File: src/shared/fpa_pkg.sv
// Package for the parallel ferroelectric memory host controller
package fpa_pkg;
  // ---------------------------------------------------------------
  // Geometry
  // ---------------------------------------------------------------
  localparam int ADDR_W = 15;   // Byte address width
  localparam int COL_W = 3;     // Column bits, eight bytes per row
  localparam int ROW_W = 12;    // Row bits, 4K rows
  localparam int DATA_W = 8;    // Data lines width
  // ---------------------------------------------------------------
  // Timing, ns and cycles at 100 ns per clock
  // ---------------------------------------------------------------
  localparam int CLK_NS = 100;
  localparam int PRECHARGE_MIN_NS = 70;      // Select high least time
  localparam int ADDRESS_ACCESS_NS = 140;    // New-row read access
  localparam int RANDOM_READ_NS = 140;       // New-row read period
  localparam int RANDOM_WRITE_NS = 140;      // New-row write period
  localparam int PAGE_ACCESS_NS = 40;        // Column read access
  localparam int WE_PULSE_NS = 18;           // Write strobe low least time
  localparam int COL_STABLE_NS = 15;         // Column hold least time
  // Least times round up; none below one cycle
  localparam int PRECHARGE_CYC = (PRECHARGE_MIN_NS + CLK_NS - 1) / CLK_NS;
  localparam int ACCESS_CYC = (ADDRESS_ACCESS_NS + CLK_NS - 1) / CLK_NS;
  localparam int RCYC_CYC = (RANDOM_READ_NS + CLK_NS - 1) / CLK_NS;
  localparam int WCYC_CYC = (RANDOM_WRITE_NS + CLK_NS - 1) / CLK_NS;
  localparam int PAGE_CYC = (PAGE_ACCESS_NS + CLK_NS - 1) / CLK_NS;
  localparam int WEP_CYC = (WE_PULSE_NS + CLK_NS - 1) / CLK_NS;
  localparam int COLS_CYC = (COL_STABLE_NS + CLK_NS - 1) / CLK_NS;
  localparam int CNT_W = 4;
  localparam logic [CNT_W-1:0] CNT_ZERO = 4'h0;
  localparam logic [CNT_W-1:0] CNT_ONE = 4'h1;
  // ---------------------------------------------------------------
  // Types
  // ---------------------------------------------------------------
  typedef enum {ST_IDLE, ST_PRECH, ST_ACCESS, ST_WLOW, ST_WHIGH, ST_DONE} fpa_state_t;
  // User request
  typedef struct packed {
    logic write;
    logic [ADDR_W-1:0] addr;
    logic [DATA_W-1:0] wdata;
  } fpa_req_t;
  // Memory pins driven by the host
  typedef struct packed {
    logic ce_n;
    logic we_n;
    logic oe_n;
    logic [ROW_W-1:0] row_address;
    logic [COL_W-1:0] column_address;
    logic [DATA_W-1:0] dq_out;
    logic dq_oe;
  } fpa_pins_t;
  // All state except the data pin synchroniser
  typedef struct packed {
    fpa_state_t st;
    logic [CNT_W-1:0] cnt;
    logic row_open;
    logic write;
    fpa_pins_t pins;
    logic [DATA_W-1:0] rdata;
    logic rvalid;
  } fpa_regs_t;
endpackage : fpa_pkg

File: src/logic/fpa_host.sv
// Host controller driving a page-mode parallel ferroelectric memory
`timescale 1ns/1ps
// Operation
// RL1 - Rows hold eight bytes, low bits column
// RL2 - Column accesses in row keep select low
// RL3 - Page read: new column gives new byte
// RL4 - Page write: each strobe writes new column
// RL5 - Select high starts device pre-charge
// RL6 - Host holds select high pre-charge time
// RL7 - Row change makes device close and pre-charge
// RL8 - Row change data valid within access time
// RL9 - New-row accesses no faster than cycle
// RL10 - Select may stay low; device tracks addresses
// RL11 - Column steps no faster than page rate
// RL12 - Keep write strobe high around power
// RL13 - Assert select only during memory accesses; select stays low while idle with a row open, until close_row
// RL14 - Array is 4K rows of eight bytes
// RL15 - Keep column bits stable least interval
// RL16 - Device latches data on first rising strobe
// RL17 - Device floats data when output disabled
// RL18 - Column-only change keeps row open
module fpa_host (
  input wire logic sys_clk,
  input wire logic rst_n,
  input wire logic req_valid,
  output logic req_ready,
  input fpa_pkg::fpa_req_t req,
  input wire logic close_row,
  output logic [fpa_pkg::DATA_W-1:0] rd_data,
  output logic rd_valid,
  output fpa_pkg::fpa_pins_t pins,
  input wire logic [fpa_pkg::DATA_W-1:0] dq_in
);
  fpa_pkg::fpa_regs_t r_q, r_d;
  logic [fpa_pkg::DATA_W-1:0] dq_s1_q, dq_s2_q;  // Data pin synchroniser
  logic same_row;                                // Request hits open row
  // New-row read wait: the longer of access time and random read period
  localparam int ROW_RD_CYC = (fpa_pkg::ACCESS_CYC > fpa_pkg::RCYC_CYC) ?
    fpa_pkg::ACCESS_CYC : fpa_pkg::RCYC_CYC;
  // Take edge to sampled rd_valid: wait, pin edge, second flop, done state
  localparam int RD_FIRST = fpa_pkg::PAGE_CYC + 3;
  localparam int RD_LAST = ROW_RD_CYC + 3;
  // ---------------------------------------------------------------
  // Input synchroniser
  // ---------------------------------------------------------------
  // Two stages; their latency is part of every read wait below, so a
  // shorter wait would hand back the byte of the previous column
  always_ff @(posedge sys_clk) begin
    if (!rst_n) begin
      dq_s1_q <= '0;
      dq_s2_q <= '0;
    end else begin
      dq_s1_q <= dq_in;
      dq_s2_q <= dq_s1_q;
    end
  end
  // RL1 row compare
  assign same_row = r_q.row_open && (req.addr[fpa_pkg::ADDR_W-1:fpa_pkg::COL_W]
                    == r_q.pins.row_address);
  // Ready is combinational; data outputs and pins come from the register
  // Trade-off: one request in flight, no queue, so the pin timing stays simple
  assign req_ready = (r_q.st == fpa_pkg::ST_IDLE);
  assign rd_data = r_q.rdata;
  assign rd_valid = r_q.rvalid;
  assign pins = r_q.pins;
  // ---------------------------------------------------------------
  // Next state
  // ---------------------------------------------------------------
  always_comb begin
    r_d = r_q;
    r_d.rvalid = 1'b0;
    case (r_q.st)
      fpa_pkg::ST_IDLE: begin
        if (close_row && r_q.row_open) begin
          // RL13 select released when idle on request
          r_d.pins.ce_n = 1'b1;
          r_d.pins.oe_n = 1'b1;
          r_d.row_open = 1'b0;
          r_d.cnt = 4'(fpa_pkg::PRECHARGE_CYC);
          r_d.st = fpa_pkg::ST_PRECH;
        end else if (req_valid) begin
          r_d.write = req.write;
          r_d.pins.column_address = req.addr[fpa_pkg::COL_W-1:0];
          r_d.pins.dq_out = req.wdata;
          r_d.pins.oe_n = req.write;
          r_d.pins.dq_oe = req.write;
          if (same_row) begin
            // RL2 RL18 column-only step, select stays low
            if (req.write) begin
              // RL4 page write pulse with the new column
              r_d.pins.we_n = 1'b0;
              r_d.cnt = 4'(fpa_pkg::WEP_CYC);
              r_d.st = fpa_pkg::ST_WLOW;
            end else begin
              // RL11 page access wait; extra cycle as pins move one edge late
              r_d.cnt = 4'(fpa_pkg::PAGE_CYC) + fpa_pkg::CNT_ONE;
              r_d.st = fpa_pkg::ST_ACCESS;
            end
          end else begin
            // RL7 RL10 new row, select kept low
            r_d.pins.row_address = req.addr[fpa_pkg::ADDR_W-1:fpa_pkg::COL_W];
            r_d.pins.ce_n = 1'b0;
            r_d.row_open = 1'b1;
            // RL9 full random cycle for new row
            if (req.write) begin
              r_d.cnt = 4'(fpa_pkg::WCYC_CYC);
              r_d.st = fpa_pkg::ST_WLOW;
            end else begin
              // Extra cycle: the sampled byte must be a full access old
              r_d.cnt = 4'(ROW_RD_CYC) + fpa_pkg::CNT_ONE;
              r_d.st = fpa_pkg::ST_ACCESS;
            end
            r_d.pins.we_n = ~req.write;
          end
        end
      end
      fpa_pkg::ST_PRECH: begin
        // RL5 RL6 hold select high for pre-charge
        r_d.cnt = r_q.cnt - fpa_pkg::CNT_ONE;
        if (r_q.cnt <= fpa_pkg::CNT_ONE) begin
          r_d.st = fpa_pkg::ST_IDLE;
        end
      end
      fpa_pkg::ST_ACCESS: begin
        // RL8 RL11 wait access time before sampling
        r_d.cnt = r_q.cnt - fpa_pkg::CNT_ONE;
        if (r_q.cnt <= fpa_pkg::CNT_ONE) begin
          r_d.st = fpa_pkg::ST_DONE;
        end
      end
      fpa_pkg::ST_DONE: begin
        // RL3 byte of current column captured
        // Second flop already holds it: the wait counts cover both stages
        r_d.rdata = dq_s2_q;
        r_d.rvalid = 1'b1;
        r_d.st = fpa_pkg::ST_IDLE;
      end
      fpa_pkg::ST_WLOW: begin
        // RL4 strobe low, data held
        r_d.cnt = r_q.cnt - fpa_pkg::CNT_ONE;
        if (r_q.cnt <= fpa_pkg::CNT_ONE) begin
          // RL16 rising strobe latches data
          r_d.pins.we_n = 1'b1;
          r_d.cnt = 4'(fpa_pkg::COLS_CYC);
          r_d.st = fpa_pkg::ST_WHIGH;
        end
      end
      fpa_pkg::ST_WHIGH: begin
        // RL15 keep column and data stable after strobe
        r_d.cnt = r_q.cnt - fpa_pkg::CNT_ONE;
        if (r_q.cnt <= fpa_pkg::CNT_ONE) begin
          r_d.pins.dq_oe = 1'b0;
          r_d.st = fpa_pkg::ST_IDLE;
        end
      end
      default: r_d.st = fpa_pkg::ST_IDLE;
    endcase
  end
  // ---------------------------------------------------------------
  // State register
  // ---------------------------------------------------------------
  // RL12 reset holds select and strobe high, outputs floated
  always_ff @(posedge sys_clk) begin
    if (!rst_n) begin
      r_q <= '0;
      r_q.st <= fpa_pkg::ST_IDLE;
      r_q.pins.ce_n <= 1'b1;
      r_q.pins.we_n <= 1'b1;
      r_q.pins.oe_n <= 1'b1;
    end else begin
      r_q <= r_d;
    end
  end
  // ---------------------------------------------------------------
  // Checks
  // ---------------------------------------------------------------
  // RL12 strobe high out of reset
  a_strobe_reset_high: assert property (@(posedge sys_clk) !rst_n |=> pins.we_n) // RL12
    else $error("write strobe low after reset");
  // RL6 select high for the pre-charge state and the idle edge after it
  a_precharge_hold: assert property (@(posedge sys_clk) disable iff (!rst_n)
    $rose(pins.ce_n) |-> pins.ce_n [*2]) // RL6
    else $error("select high too short");
  // RL7 row steady under strobe
  a_row_stable_page: assert property (@(posedge sys_clk) disable iff (!rst_n)
    (!pins.ce_n && !pins.we_n) |=> $stable(pins.row_address)) // RL7
    else $error("row changed under write strobe");
  // RL17 no contention on reads
  a_no_drive_on_read: assert property (@(posedge sys_clk) disable iff (!rst_n)
    !pins.oe_n |-> !pins.dq_oe) // RL17
    else $error("host drives bus while reading");
  // RL16 data held at rise
  a_write_data_held: assert property (@(posedge sys_clk) disable iff (!rst_n)
    $rose(pins.we_n) |-> pins.dq_oe && $stable(pins.dq_out)) // RL16
    else $error("data not held at strobe rise");
  // RL15 column held at rise
  a_col_stable: assert property (@(posedge sys_clk) disable iff (!rst_n)
    $rose(pins.we_n) |-> $stable(pins.column_address)) // RL15
    else $error("column moved at strobe rise");
  // RL8 read answer after access wait and synchroniser
  a_read_latency: assert property (@(posedge sys_clk) disable iff (!rst_n)
    (req_valid && req_ready && !req.write && !close_row) |-> ##[RD_FIRST:RD_LAST] rd_valid) // RL8
    else $error("read answer late");
  // RL18 column step keeps select
  a_page_keep_ce: assert property (@(posedge sys_clk) disable iff (!rst_n)
    (req_valid && req_ready && same_row && !close_row) |=> !pins.ce_n) // RL18
    else $error("select toggled on column step");
  // RL4 strobe only in a selected, driven write
  a_strobe_qualified: assert property (@(posedge sys_clk) disable iff (!rst_n)
    !pins.we_n |-> !pins.ce_n && pins.oe_n && pins.dq_oe) // RL4
    else $error("write strobe low outside a driven write");
  // RL13 select released on request
  a_idle_release: assert property (@(posedge sys_clk) disable iff (!rst_n)
    (close_row && req_ready && !pins.ce_n) |=> pins.ce_n) // RL13
    else $error("select not released on close");
  // Main scenarios: page and new-row transfers, pre-charge
  c_page_read: cover property (@(posedge sys_clk)
    req_valid && req_ready && same_row && !req.write);
  c_page_write: cover property (@(posedge sys_clk)
    req_valid && req_ready && same_row && req.write);
  c_new_row_read: cover property (@(posedge sys_clk)
    req_valid && req_ready && !same_row && !close_row && !req.write);
  c_new_row_write: cover property (@(posedge sys_clk)
    req_valid && req_ready && !same_row && !close_row && req.write);
  c_precharge: cover property (@(posedge sys_clk) r_q.st == fpa_pkg::ST_PRECH);
endmodule : fpa_host

File: config.mk
export PLATFORM = sky130hd
export DESIGN_NAME = fpa_host
export DESIGN_NICKNAME = d
export VERILOG_FILES = /design/src/shared/fpa_pkg.sv /design/src/logic/fpa_host.sv
export SDC_FILE = /design/constraint.sdc
export NUM_CORES = 1
export LEC_CHECK = 0
export BUFFER_PORTS_ARGS = -buffer_cell sky130_fd_sc_hd__buf_4
export CAP_MARGIN = 10
export CORE_UTILIZATION = 44
export DETAILED_ROUTE_END_ITERATION = 7
export GPL_ROUTABILITY_DRIVEN = 1
export PLACE_DENSITY = 0.79
export RECOVER_POWER = 100
export SETUP_SLACK_MARGIN = 0.1
export SYNTH_ARGS = -nofsm -noshare
export SYNTH_HDL_FRONTEND = slang
export SYNTH_SLANG_ARGS = --single-unit
File: constraint.sdc
create_clock -name sys_clk -period 3.5 [get_ports sys_clk]
set_input_delay 0.175 -clock sys_clk [delete_from_list [all_inputs] [get_ports sys_clk]]
set_output_delay 0.175 -clock sys_clk [all_outputs]
set_load 0.03 [all_outputs]
==> results.rst, run 1 <==
.. list-table::
   :header-rows: 1

   * - Metric
     - Value
   * - Worst path required time
     - 3.72 ns
   * - Maximum number of pins on one net before global-route repair
     - 46
   * - Pwr Density
     - 774 mW/mm^2
   * - Routed len/inst
     - 12.1 um
   * - Area share of the largest cell type after synthesis
     - 44.5%
   * - Total buffers and inverters traversed by the critical path
     - 1
   * - CTS tree
     - yes
   * - Footprint of the multi-input gates
     - 0.00112 sq mm
   * - Max-slew violations
     - 0
   * - Floorplan die width
     - 80.3 um
   * - Cell count after synthesis
     - 304
   * - Post-synthesis compound-gate area fraction
     - 7.09%
   * - Overall overflow remaining after global route
     - 0
   * - CTS-repair resized insts
     - 0
   * - Hpwl dp
     - 3450 um
   * - Path type of the worst setup path
     - register to register
   * - I/O pin cnt
     - 73
   * - Fillers
     - 584
   * - Transition time of the tightest slew-check pin
     - 1.05 ns
   * - Slowest cell on the critical path
     - sky130_fd_sc_hd__nor4_1
   * - Post-CTS Setup Repair Bufs
     - 0
   * - Data arrival time of the critical path
     - 2.87 ns
   * - Largest voltage drop on the vdd net
     - 379 uV
   * - Maximum clock rate
     - 376 MHz
   * - Syn nets
     - 343
   * - Routed WL
     - 5030 um
   * - Final Hold Slack
     - 0.0515 ns
   * - Setup crit end kind
     - register
   * - Initial antenna violation count
     - 0
   * - Post-DR vias/cell
     - 4.89
   * - Top area cells in the synthesized netlist
     - sky130_fd_sc_hd__dfxtp_1 44%, sky130_fd_sc_hd__buf_4 10%, sky130_fd_sc_hd__mux2i_1 7.8%
   * - Shortest period the worst path allows
     - 2.66 ns
   * - Count of vias placed by the detailed router
     - 2039
   * - Storage cell area
     - 0.00120 sq mm
   * - TritonCTS Buffers
     - 9
   * - Number of H-tree branching levels
     - 3
   * - Total routing usage reported by global routing
     - 16.8%
   * - CP peak stage delay
     - 0.90 ns
   * - Via count of the first global-routing pass
     - 1920
   * - Dominant cell type by area after synthesis
     - sky130_fd_sc_hd__dfxtp_1
   * - Antenna Cells
     - 0
   * - Area share of and/or/nand/nor cells after synthesis
     - 21.1%
   * - Total Nets Final
     - 376
   * - Sum Neg Setup Slack
     - 0 ns
   * - Top_reg_cell synth
     - sky130_fd_sc_hd__dfxtp_1
   * - Port Buffers
     - 72
   * - Clock tree skew after final layout
     - 0.00663 ns
   * - Global-route wire length before repair
     - 8220 um
   * - Most numerous cell on the critical path
     - sky130_fd_sc_hd__a21oi_1
   * - Register bit total from synthesis
     - 60
   * - Portion of netlist area occupied by mux cells
     - 8.20%
   * - Ordered list of cells on the worst path
     - xnor2_1 -> nand4_1 -> nor4_1 -> inv_1 -> ha_1 -> nand2b_1 -> a21oi_1 -> a21oi_1 -> a311oi_1
   * - Pleak
     - 0.00128 uW
   * - Number of standard cells in the final layout excluding fillers
     - 417
   * - Total DRC errors in the routed layout
     - 0
   * - Result of the run
     - completed
   * - Syn. warnings
     - 0
   * - Routability congestion estimate from global placement
     - 0.781
   * - Leading cell types in the layout, fill and taps excluded
     - 60 x sky130_fd_sc_hd__dfxtp_1, 56 x sky130_fd_sc_hd__nand2_1, 37 x sky130_fd_sc_hd__clkbuf_1
   * - Count of clock tree sinks
     - 60
   * - Starting utilization of the core area
     - 45.6%
   * - Total of max-cap violations
     - 0
   * - Part of the cycle the worst path needs
     - 75.9%
   * - Post-route worst setup slack
     - 0.843 ns
   * - XOR/XNOR Fraction of Synth Area
     - 4.54%
   * - HP Class
     - input port to register
   * - Async set or reset register ratio after synthesis
     - 0%
   * - Core footprint
     - 0.00592 sq mm
   * - Share of synthesized cell area in full adder, half adder and majority cells
     - 1.39%
   * - Die area
     - 0.00645 sq mm
   * - Library cell used as clock root buffer
     - sky130_fd_sc_hd__clkbuf_8
   * - Placement row count
     - 28
   * - RSZ-0062 raised after global routing
     - no
   * - Max-Slew Margin vs Limit
     - 29.4%
   * - Crit path launch type
     - register
   * - Maximum number of buffers from clock root to sink
     - 2
   * - Post-synthesis instance area
     - 0.00270 sq mm
   * - Fraction of layout instances using a drive strength above 1
     - 16.4%
   * - Clock transition at the registers of the reported paths
     - 0.07 ns
   * - Critical path fanouts, max
     - 5
   * - Number of buffers added to fix hold violations after cts
     - 0
   * - Signed area change from the synthesized netlist to the final layout
     - 13.4%
   * - Register area share after synthesis
     - 44.5%
   * - Placed cell count
     - 401
   * - Library cells used by synthesis
     - 37
   * - Number of hold-slack violations in the final timing report
     - 0
   * - Worst slack after detailed placement
     - 1.28 ns
   * - Number of detailed-route iterations in the first pass
     - 4
   * - Chip height
     - 80.3 um
   * - Combinational family with the most area after synthesis
     - simple AND/OR/NAND/NOR gates
   * - Leading cell type in the layout, fill and taps excluded
     - sky130_fd_sc_hd__dfxtp_1
   * - Clk Latency, worst-skew pair
     - 0.33 ns
   * - Cell family with the largest share of critical-path delay
     - simple AND/OR/NAND/NOR gates
   * - Post-DRT Antenna Nets
     - 0
   * - Mean Syn Cell Area
     - 8.88 sq um
   * - Final Setup Violations
     - 0
   * - Number of synthesized flops with an enable pin
     - 0
   * - Iter 0 DRT Violations
     - 88
## Yosys cell counts, types with 2 or more instances
library cell and n:
sky130_fd_sc_hd__xor2_1 2, sky130_fd_sc_hd__nor4_1 2, sky130_fd_sc_hd__buf_4 37, sky130_fd_sc_hd__nand3_2 2
sky130_fd_sc_hd__buf_2 3, sky130_fd_sc_hd__dfxtp_1 60, sky130_fd_sc_hd__a21oi_1 21, sky130_fd_sc_hd__inv_1 4
sky130_fd_sc_hd__clkbuf_1 9, sky130_fd_sc_hd__xnor2_1 12, sky130_fd_sc_hd__a31oi_1 2, sky130_fd_sc_hd__mux2i_1 21
sky130_fd_sc_hd__nand3_1 3, sky130_fd_sc_hd__nand2_1 56, sky130_fd_sc_hd__nand2b_1 3, sky130_fd_sc_hd__o21ai_0 3
sky130_fd_sc_hd__nor3_1 4, sky130_fd_sc_hd__nand4_1 2, sky130_fd_sc_hd__and2_1 16, sky130_fd_sc_hd__a311oi_1 2
sky130_fd_sc_hd__ha_1 3, sky130_fd_sc_hd__and3_1 2, sky130_fd_sc_hd__nor2_1 21
## layer usage
metal	share of wire, %	GRT usage, %	up-vias	wire length (um)
li1	-	-	1021	-
met3	7.9	7.16	8	396
met4	1.1	7.50	0	53
met2	48	28.9	77	2430
met1	43	17.6	933	2150
met5	0	0	-	0
## cells by family after synthesis
kind of cell | after synthesis
AO/OA/AOI/OAI | 33
multiplexers | 22
buffers and inverters | 55
AND/OR/NAND/NOR | 117
XOR/XNOR | 14
flip-flops | 60
adder cells (fa/ha/maj) | 3
## layout make-up
| cell class | instances | area share (%) |
|---|---|---|
| sequential | 60 | 39.2 |
| clock inverter | 6 | 2.82 |
| clock buffer | 10 | 4.50 |
| multi-input combinational | 189 | 36.7 |
| inverter | 5 | 0.613 |
| tap | 75 | 3.06 |
| timing repair buffer | 72 | 13.1 |
## state kept, by name, summed over array words and instances, names as in the netlist
register  flops
dq_s1_q       8
dq_s2_q       8
pins         27
r_q           8
rd_data       8
rd_valid      1
## worst paths after layout
path | startpoint | to | cells past startpoint | slack (ns)
worst max-delay path | pins[15] | r_q[38] | 9 | 0.84
worst min-delay path | dq_in[4] | dq_s1_q[4] | 2 | 0.05
worst max register to register | pins[15] | r_q[38] | 9 | 0.84
worst min register to register | dq_s1_q[7] | dq_s2_q[7] | 1 | 0.43
## stage by stage
step | util [%] | power (uW) | area, sq um
6_report | 51.7 | 2370 | 3060
5_1_grt | 51.7 | 2520 | 3060
4_1_cts | 54.4 | 2470 | 3220
3_5_place_dp | 50.6 | 1770 | 3000
3_3_place_gp | 50.6 | 1750 | 3000
2_1_floorplan | - | 1630 | 2700
## where the power goes
group	switching (uW)	total (uW)	internal, uW
Sequential	113	915	802
Combinational	491	766	275
Clock	270	690	420
Total	874	2370	1500
No activity file was read; power rests on OpenSTA's default activity.
==> run 2, diff against run 1 <==
ABC_AREA = 1   (was default)
PLACE_DENSITY = 0.81   (was 0.79)
clock period = 2.2 ns   (was 3.5 ns; I/O delays follow)
==> run 2 against run 1 <==
Clock-buffer cell count did not move. Clock power rose by 39%. Synthesized cell count rose by 31%.
==> results.rst, run 2 <==
.. list-table::
   :header-rows: 1

   * - Metric
     - Value
   * - Placement row count
     - 29 (+3.6%)
   * - Path type of the worst setup path
     - register to register
   * - Register bit total from synthesis
     - 60 (unchanged)
   * - Largest voltage drop on the vdd net
     - 554 uV (+46%)
   * - Leading cell types in the layout, fill and taps excluded
     - 79 x sky130_fd_sc_hd__nand2_1, 63 x sky130_fd_sc_hd__inv_1, 60 x sky130_fd_sc_hd__dfxtp_1
   * - Async set or reset register ratio after synthesis
     - 0% (unchanged)
   * - Dominant cell type by area after synthesis
     - sky130_fd_sc_hd__dfxtp_1
   * - Clk Latency, worst-skew pair
     - 0.33 ns (about the same)
   * - Shortest period the worst path allows
     - 1.86 ns (-0.795 ns)
   * - Pleak
     - 0.00160 uW (+25%)
   * - Maximum number of pins on one net before global-route repair
     - 57 (+24%)
   * - Library cell used as clock root buffer
     - sky130_fd_sc_hd__clkbuf_8
   * - Part of the cycle the worst path needs
     - 84.6% (+8.7 points)
   * - Sum Neg Setup Slack
     - 0 ns (unchanged)
   * - Top_reg_cell synth
     - sky130_fd_sc_hd__dfxtp_1
   * - Syn nets
     - 436 (+27%)
   * - Maximum number of buffers from clock root to sink
     - 2 (unchanged)
   * - Transition time of the tightest slew-check pin
     - 0.588 ns (-0.461 ns)
   * - Core footprint
     - 0.00631 sq mm (+6.6%)
   * - Reg power frac
     - 36.2% (-2.4 points)
   * - Iter 0 DRT Violations
     - 108 (+23%)
   * - Routed len/inst
     - 10.6 um (-12%)
   * - Top cell types by occurrence after synthesis
     - 78 x sky130_fd_sc_hd__nand2_1, 62 x sky130_fd_sc_hd__inv_1, 60 x sky130_fd_sc_hd__dfxtp_1
   * - Port Buffers
     - 72 (unchanged)
   * - Max-Slew Margin vs Limit
     - 60.7% (+31 points)
   * - Total of max-cap violations
     - 0 (unchanged)
   * - Power dissipated by switching net loads
     - 1760 uW (+100%)
   * - Max-slew violations
     - 0 (unchanged)
   * - Fillers
     - 635 (+8.7%)
   * - Setup crit end kind
     - register
   * - Routability congestion estimate from global placement
     - 0.906 (+16%)
   * - Most repeated cell in the gate-level netlist after synthesis
     - sky130_fd_sc_hd__nand2_1
   * - Maximum clock rate
     - 537 MHz (+43%)
   * - Library cells used by synthesis
     - 32 (-14%)
   * - Fraction of layout instances using a drive strength above 1
     - 14.8% (-1.6 points)
   * - Overall overflow remaining after global route
     - 0 (unchanged)
   * - Crit path launch type
     - register
   * - Total routing usage reported by global routing
     - 17.1% (+0.36 points)
   * - Part of the total power dissipated in combinational logic
     - 40.5% (+8.2 points)
   * - Starting utilization of the core area
     - 45.5% (-0.10 points)
   * - XOR/XNOR Fraction of Synth Area
     - 0.305% (-4.2 points)
   * - Critical path fanouts, max
     - 25 (+20)
   * - Count of vias placed by the detailed router
     - 2401 (+18%)
   * - Post-synthesis instance area
     - 0.00287 sq mm (+6.4%)
   * - Share of synthesized cell area in full adder, half adder and majority cells
     - 1.31% (-0.084 points)
   * - Antenna Cells
     - 0 (unchanged)
   * - Hpwl dp
     - 3900 um (+13%)
   * - Power Internal
     - 2350 uW (+57%)
   * - HP Class
     - input port to register
   * - Floorplan die width
     - 82.8 um (+3.1%)
   * - Area share of the largest cell type after synthesis
     - 41.8% (-2.7 points)
   * - Number of detailed-route iterations in the first pass
     - 4 (unchanged)
   * - Portion of netlist area occupied by mux cells
     - 0% (-8.2 points)
   * - Switching portion of total power
     - 42.8% (+5.9 points)
   * - Global-route wire length before repair
     - 9530 um (+16%)
   * - Via count of the first global-routing pass
     - 2264 (+18%)
   * - Die area
     - 0.00686 sq mm (+6.2%)
   * - TritonCTS Buffers
     - 9 (unchanged)
   * - Result of the run
     - completed
   * - Pwr Density
     - 1250 mW/mm^2 (+61%)
   * - Mean Syn Cell Area
     - 7.24 sq um (-19%)
   * - Routed WL
     - 5540 um (+10%)
   * - Top area cells in the synthesized netlist
     - sky130_fd_sc_hd__dfxtp_1 42%, sky130_fd_sc_hd__nand2_1 10%, sky130_fd_sc_hd__buf_4 9.1%
   * - Largest register by flop count
     - pins
   * - Post-synthesis compound-gate area fraction
     - 13.3% (+6.2 points)
   * - CTS tree
     - yes
   * - Total DRC errors in the routed layout
     - 0 (unchanged)
   * - Clock tree skew after final layout
     - 0.00951 ns (+0.00287 ns)
   * - Post-DR vias/cell
     - 4.58 (-6.3%)
   * - Fraction of power consumed by the clock network
     - 23.3% (-5.8 points)
   * - Number of synthesized flops with an enable pin
     - 0 (unchanged)
   * - I/O pin cnt
     - 73 (unchanged)
   * - Cell count after synthesis
     - 397 (+31%)
   * - Area share of and/or/nand/nor cells after synthesis
     - 23.4% (+2.3 points)
   * - Number of H-tree branching levels
     - 3 (unchanged)
   * - Count of clock tree sinks
     - 60 (unchanged)
   * - Post-DRT Antenna Nets
     - 0 (unchanged)
   * - Number of hold-slack violations in the final timing report
     - 0 (unchanged)
   * - Final Instance Area
     - 0.00329 sq mm (+7.6%)
   * - Data arrival time of the critical path
     - 2.08 ns (-0.79 ns)
   * - Final Setup Violations
     - 0 (unchanged)
   * - RSZ-0062 raised after global routing
     - no
   * - Total Nets Final
     - 481 (+28%)
   * - Chip height
     - 82.8 um (+3.1%)
   * - Worst path required time
     - 2.41 ns (-1.31 ns)
   * - Register area share after synthesis
     - 41.8% (-2.7 points)
   * - Max FFs per register
     - 27 (unchanged)
   * - Initial antenna violation count
     - 0 (unchanged)
   * - Clock transition at the registers of the reported paths
     - 0.07 ns (about the same)
   * - Syn. warnings
     - 0 (unchanged)
   * - Combinational family with the most area after synthesis
     - simple AND/OR/NAND/NOR gates
   * - Leading cell type in the layout, fill and taps excluded
     - sky130_fd_sc_hd__nand2_1
   * - Placed instance area
     - 0.00318 sq mm (+6.3%)
   * - Power after layout
     - 4110 uW (+73%)
   * - Signed area change from the synthesized netlist to the final layout
     - 14.7%
-- run 2: cell types whose count changed in the layout (fill, tap and decap cells not counted), sizes merged, moves of 7 or more --
cell         before  now
a21oi            21   28
and2             16    0
buf              35   28
clkbuf           47   54
dlygate4sd3       0    8
inv               5   66
mux2i            21    0
nand2            56   84
nor2             22   45
o21ai             3   39
xnor2            12    0
-- run 2: cell families (layout without fill, tap and decap cells) --
kind of cell	Yosys count	in the layout
and+or+nand+nor	151	151
DFF	60	60
AOI/OAI and AO/OA	71	71
buffers and inverters	111	161
adders and majority gates	3	3
xor gates and xnor gates	1	1
-- run 2: metal layers --
| metal | share of wire [%] | vias up | track usage, % | wire length [um] |
|---|---|---|---|---|
| met1 | 46 | 1056 | 20.1 | 2520 |
| met3 | 4.6 | 9 | 3.48 | 257 |
| li1 | - | 1281 | - | - |
| met4 | 1.5 | 0 | 10.5 | 83 |
| met5 | 0 | - | 0 | 0 |
| met2 | 48 | 55 | 28.7 | 2680 |
-- run 2: what timing repair did --
action | in CTS | in global routing
resized for setup | 0 | 0
setup buffers | 0 | 0
hold buffers | 8 | 0
hold endpoints to repair | 8 | 0
-- run 2: per-stage QoR --
step | hold slack (ns) | std cells | setup slack [ns] | util [%]
detailed placement | 0.295 | 500 | 0.400 | 50.4
finish | 0.0286 | 524 | 0.338 | 52.2
CTS | 0.0102 | 524 | 0.392 | 54.7
global route | 0.0275 | 524 | 0.119 | 52.2
floorplan | 0.208 | 397 | 0.586 | -
global placement | 0.293 | 500 | 0.458 | 50.4
-- run 2: cell type report --
type,count,area (sq um),share of cell area [%]
clock buffer,10,128,3.87
clock inverter,6,63.8,1.94
inverter,65,244,7.41
multi-input combinational,226,1080,32.7
sequential,60,1200,36.5
tap,77,96.3,2.92
timing repair buffer,80,485,14.7
-- run 2: power by group through the flow --
stage	registers [uW]	clock network [uW]	logic, uW
2_1_floorplan	1480	0	1610
3_3_place_gp	1510	0	1810
3_5_place_dp	1520	0	1840
4_1_cts	1500	988	1860
5_1_grt	1520	1040	1870
6_report	1490	958	1670
-- run 2: worst paths after layout --
kind | depth (start not counted) | start | slack, ns | to
setup reg to reg | 8 | r_q[42] | 0.34 | pins[20]
hold reg to reg | 2 | dq_s1_q[1] | 0.41 | dq_s2_q[1]
setup / recovery | 8 | r_q[42] | 0.34 | pins[20]
hold / removal | 3 | req[10] | 0.03 | pins[11]
-- run 2: critical path, cell delays in order, from the launching register on --
cell                      delay (ns)
sky130_fd_sc_hd__dfxtp_1        0.36
sky130_fd_sc_hd__nor2_1         0.26
sky130_fd_sc_hd__nand2_4        0.12
sky130_fd_sc_hd__nor2_4         0.12
sky130_fd_sc_hd__nand2_2        0.16
sky130_fd_sc_hd__inv_2          0.25
sky130_fd_sc_hd__nand2_4        0.20
sky130_fd_sc_hd__o21ai_0        0.21
sky130_fd_sc_hd__a21oi_1        0.06
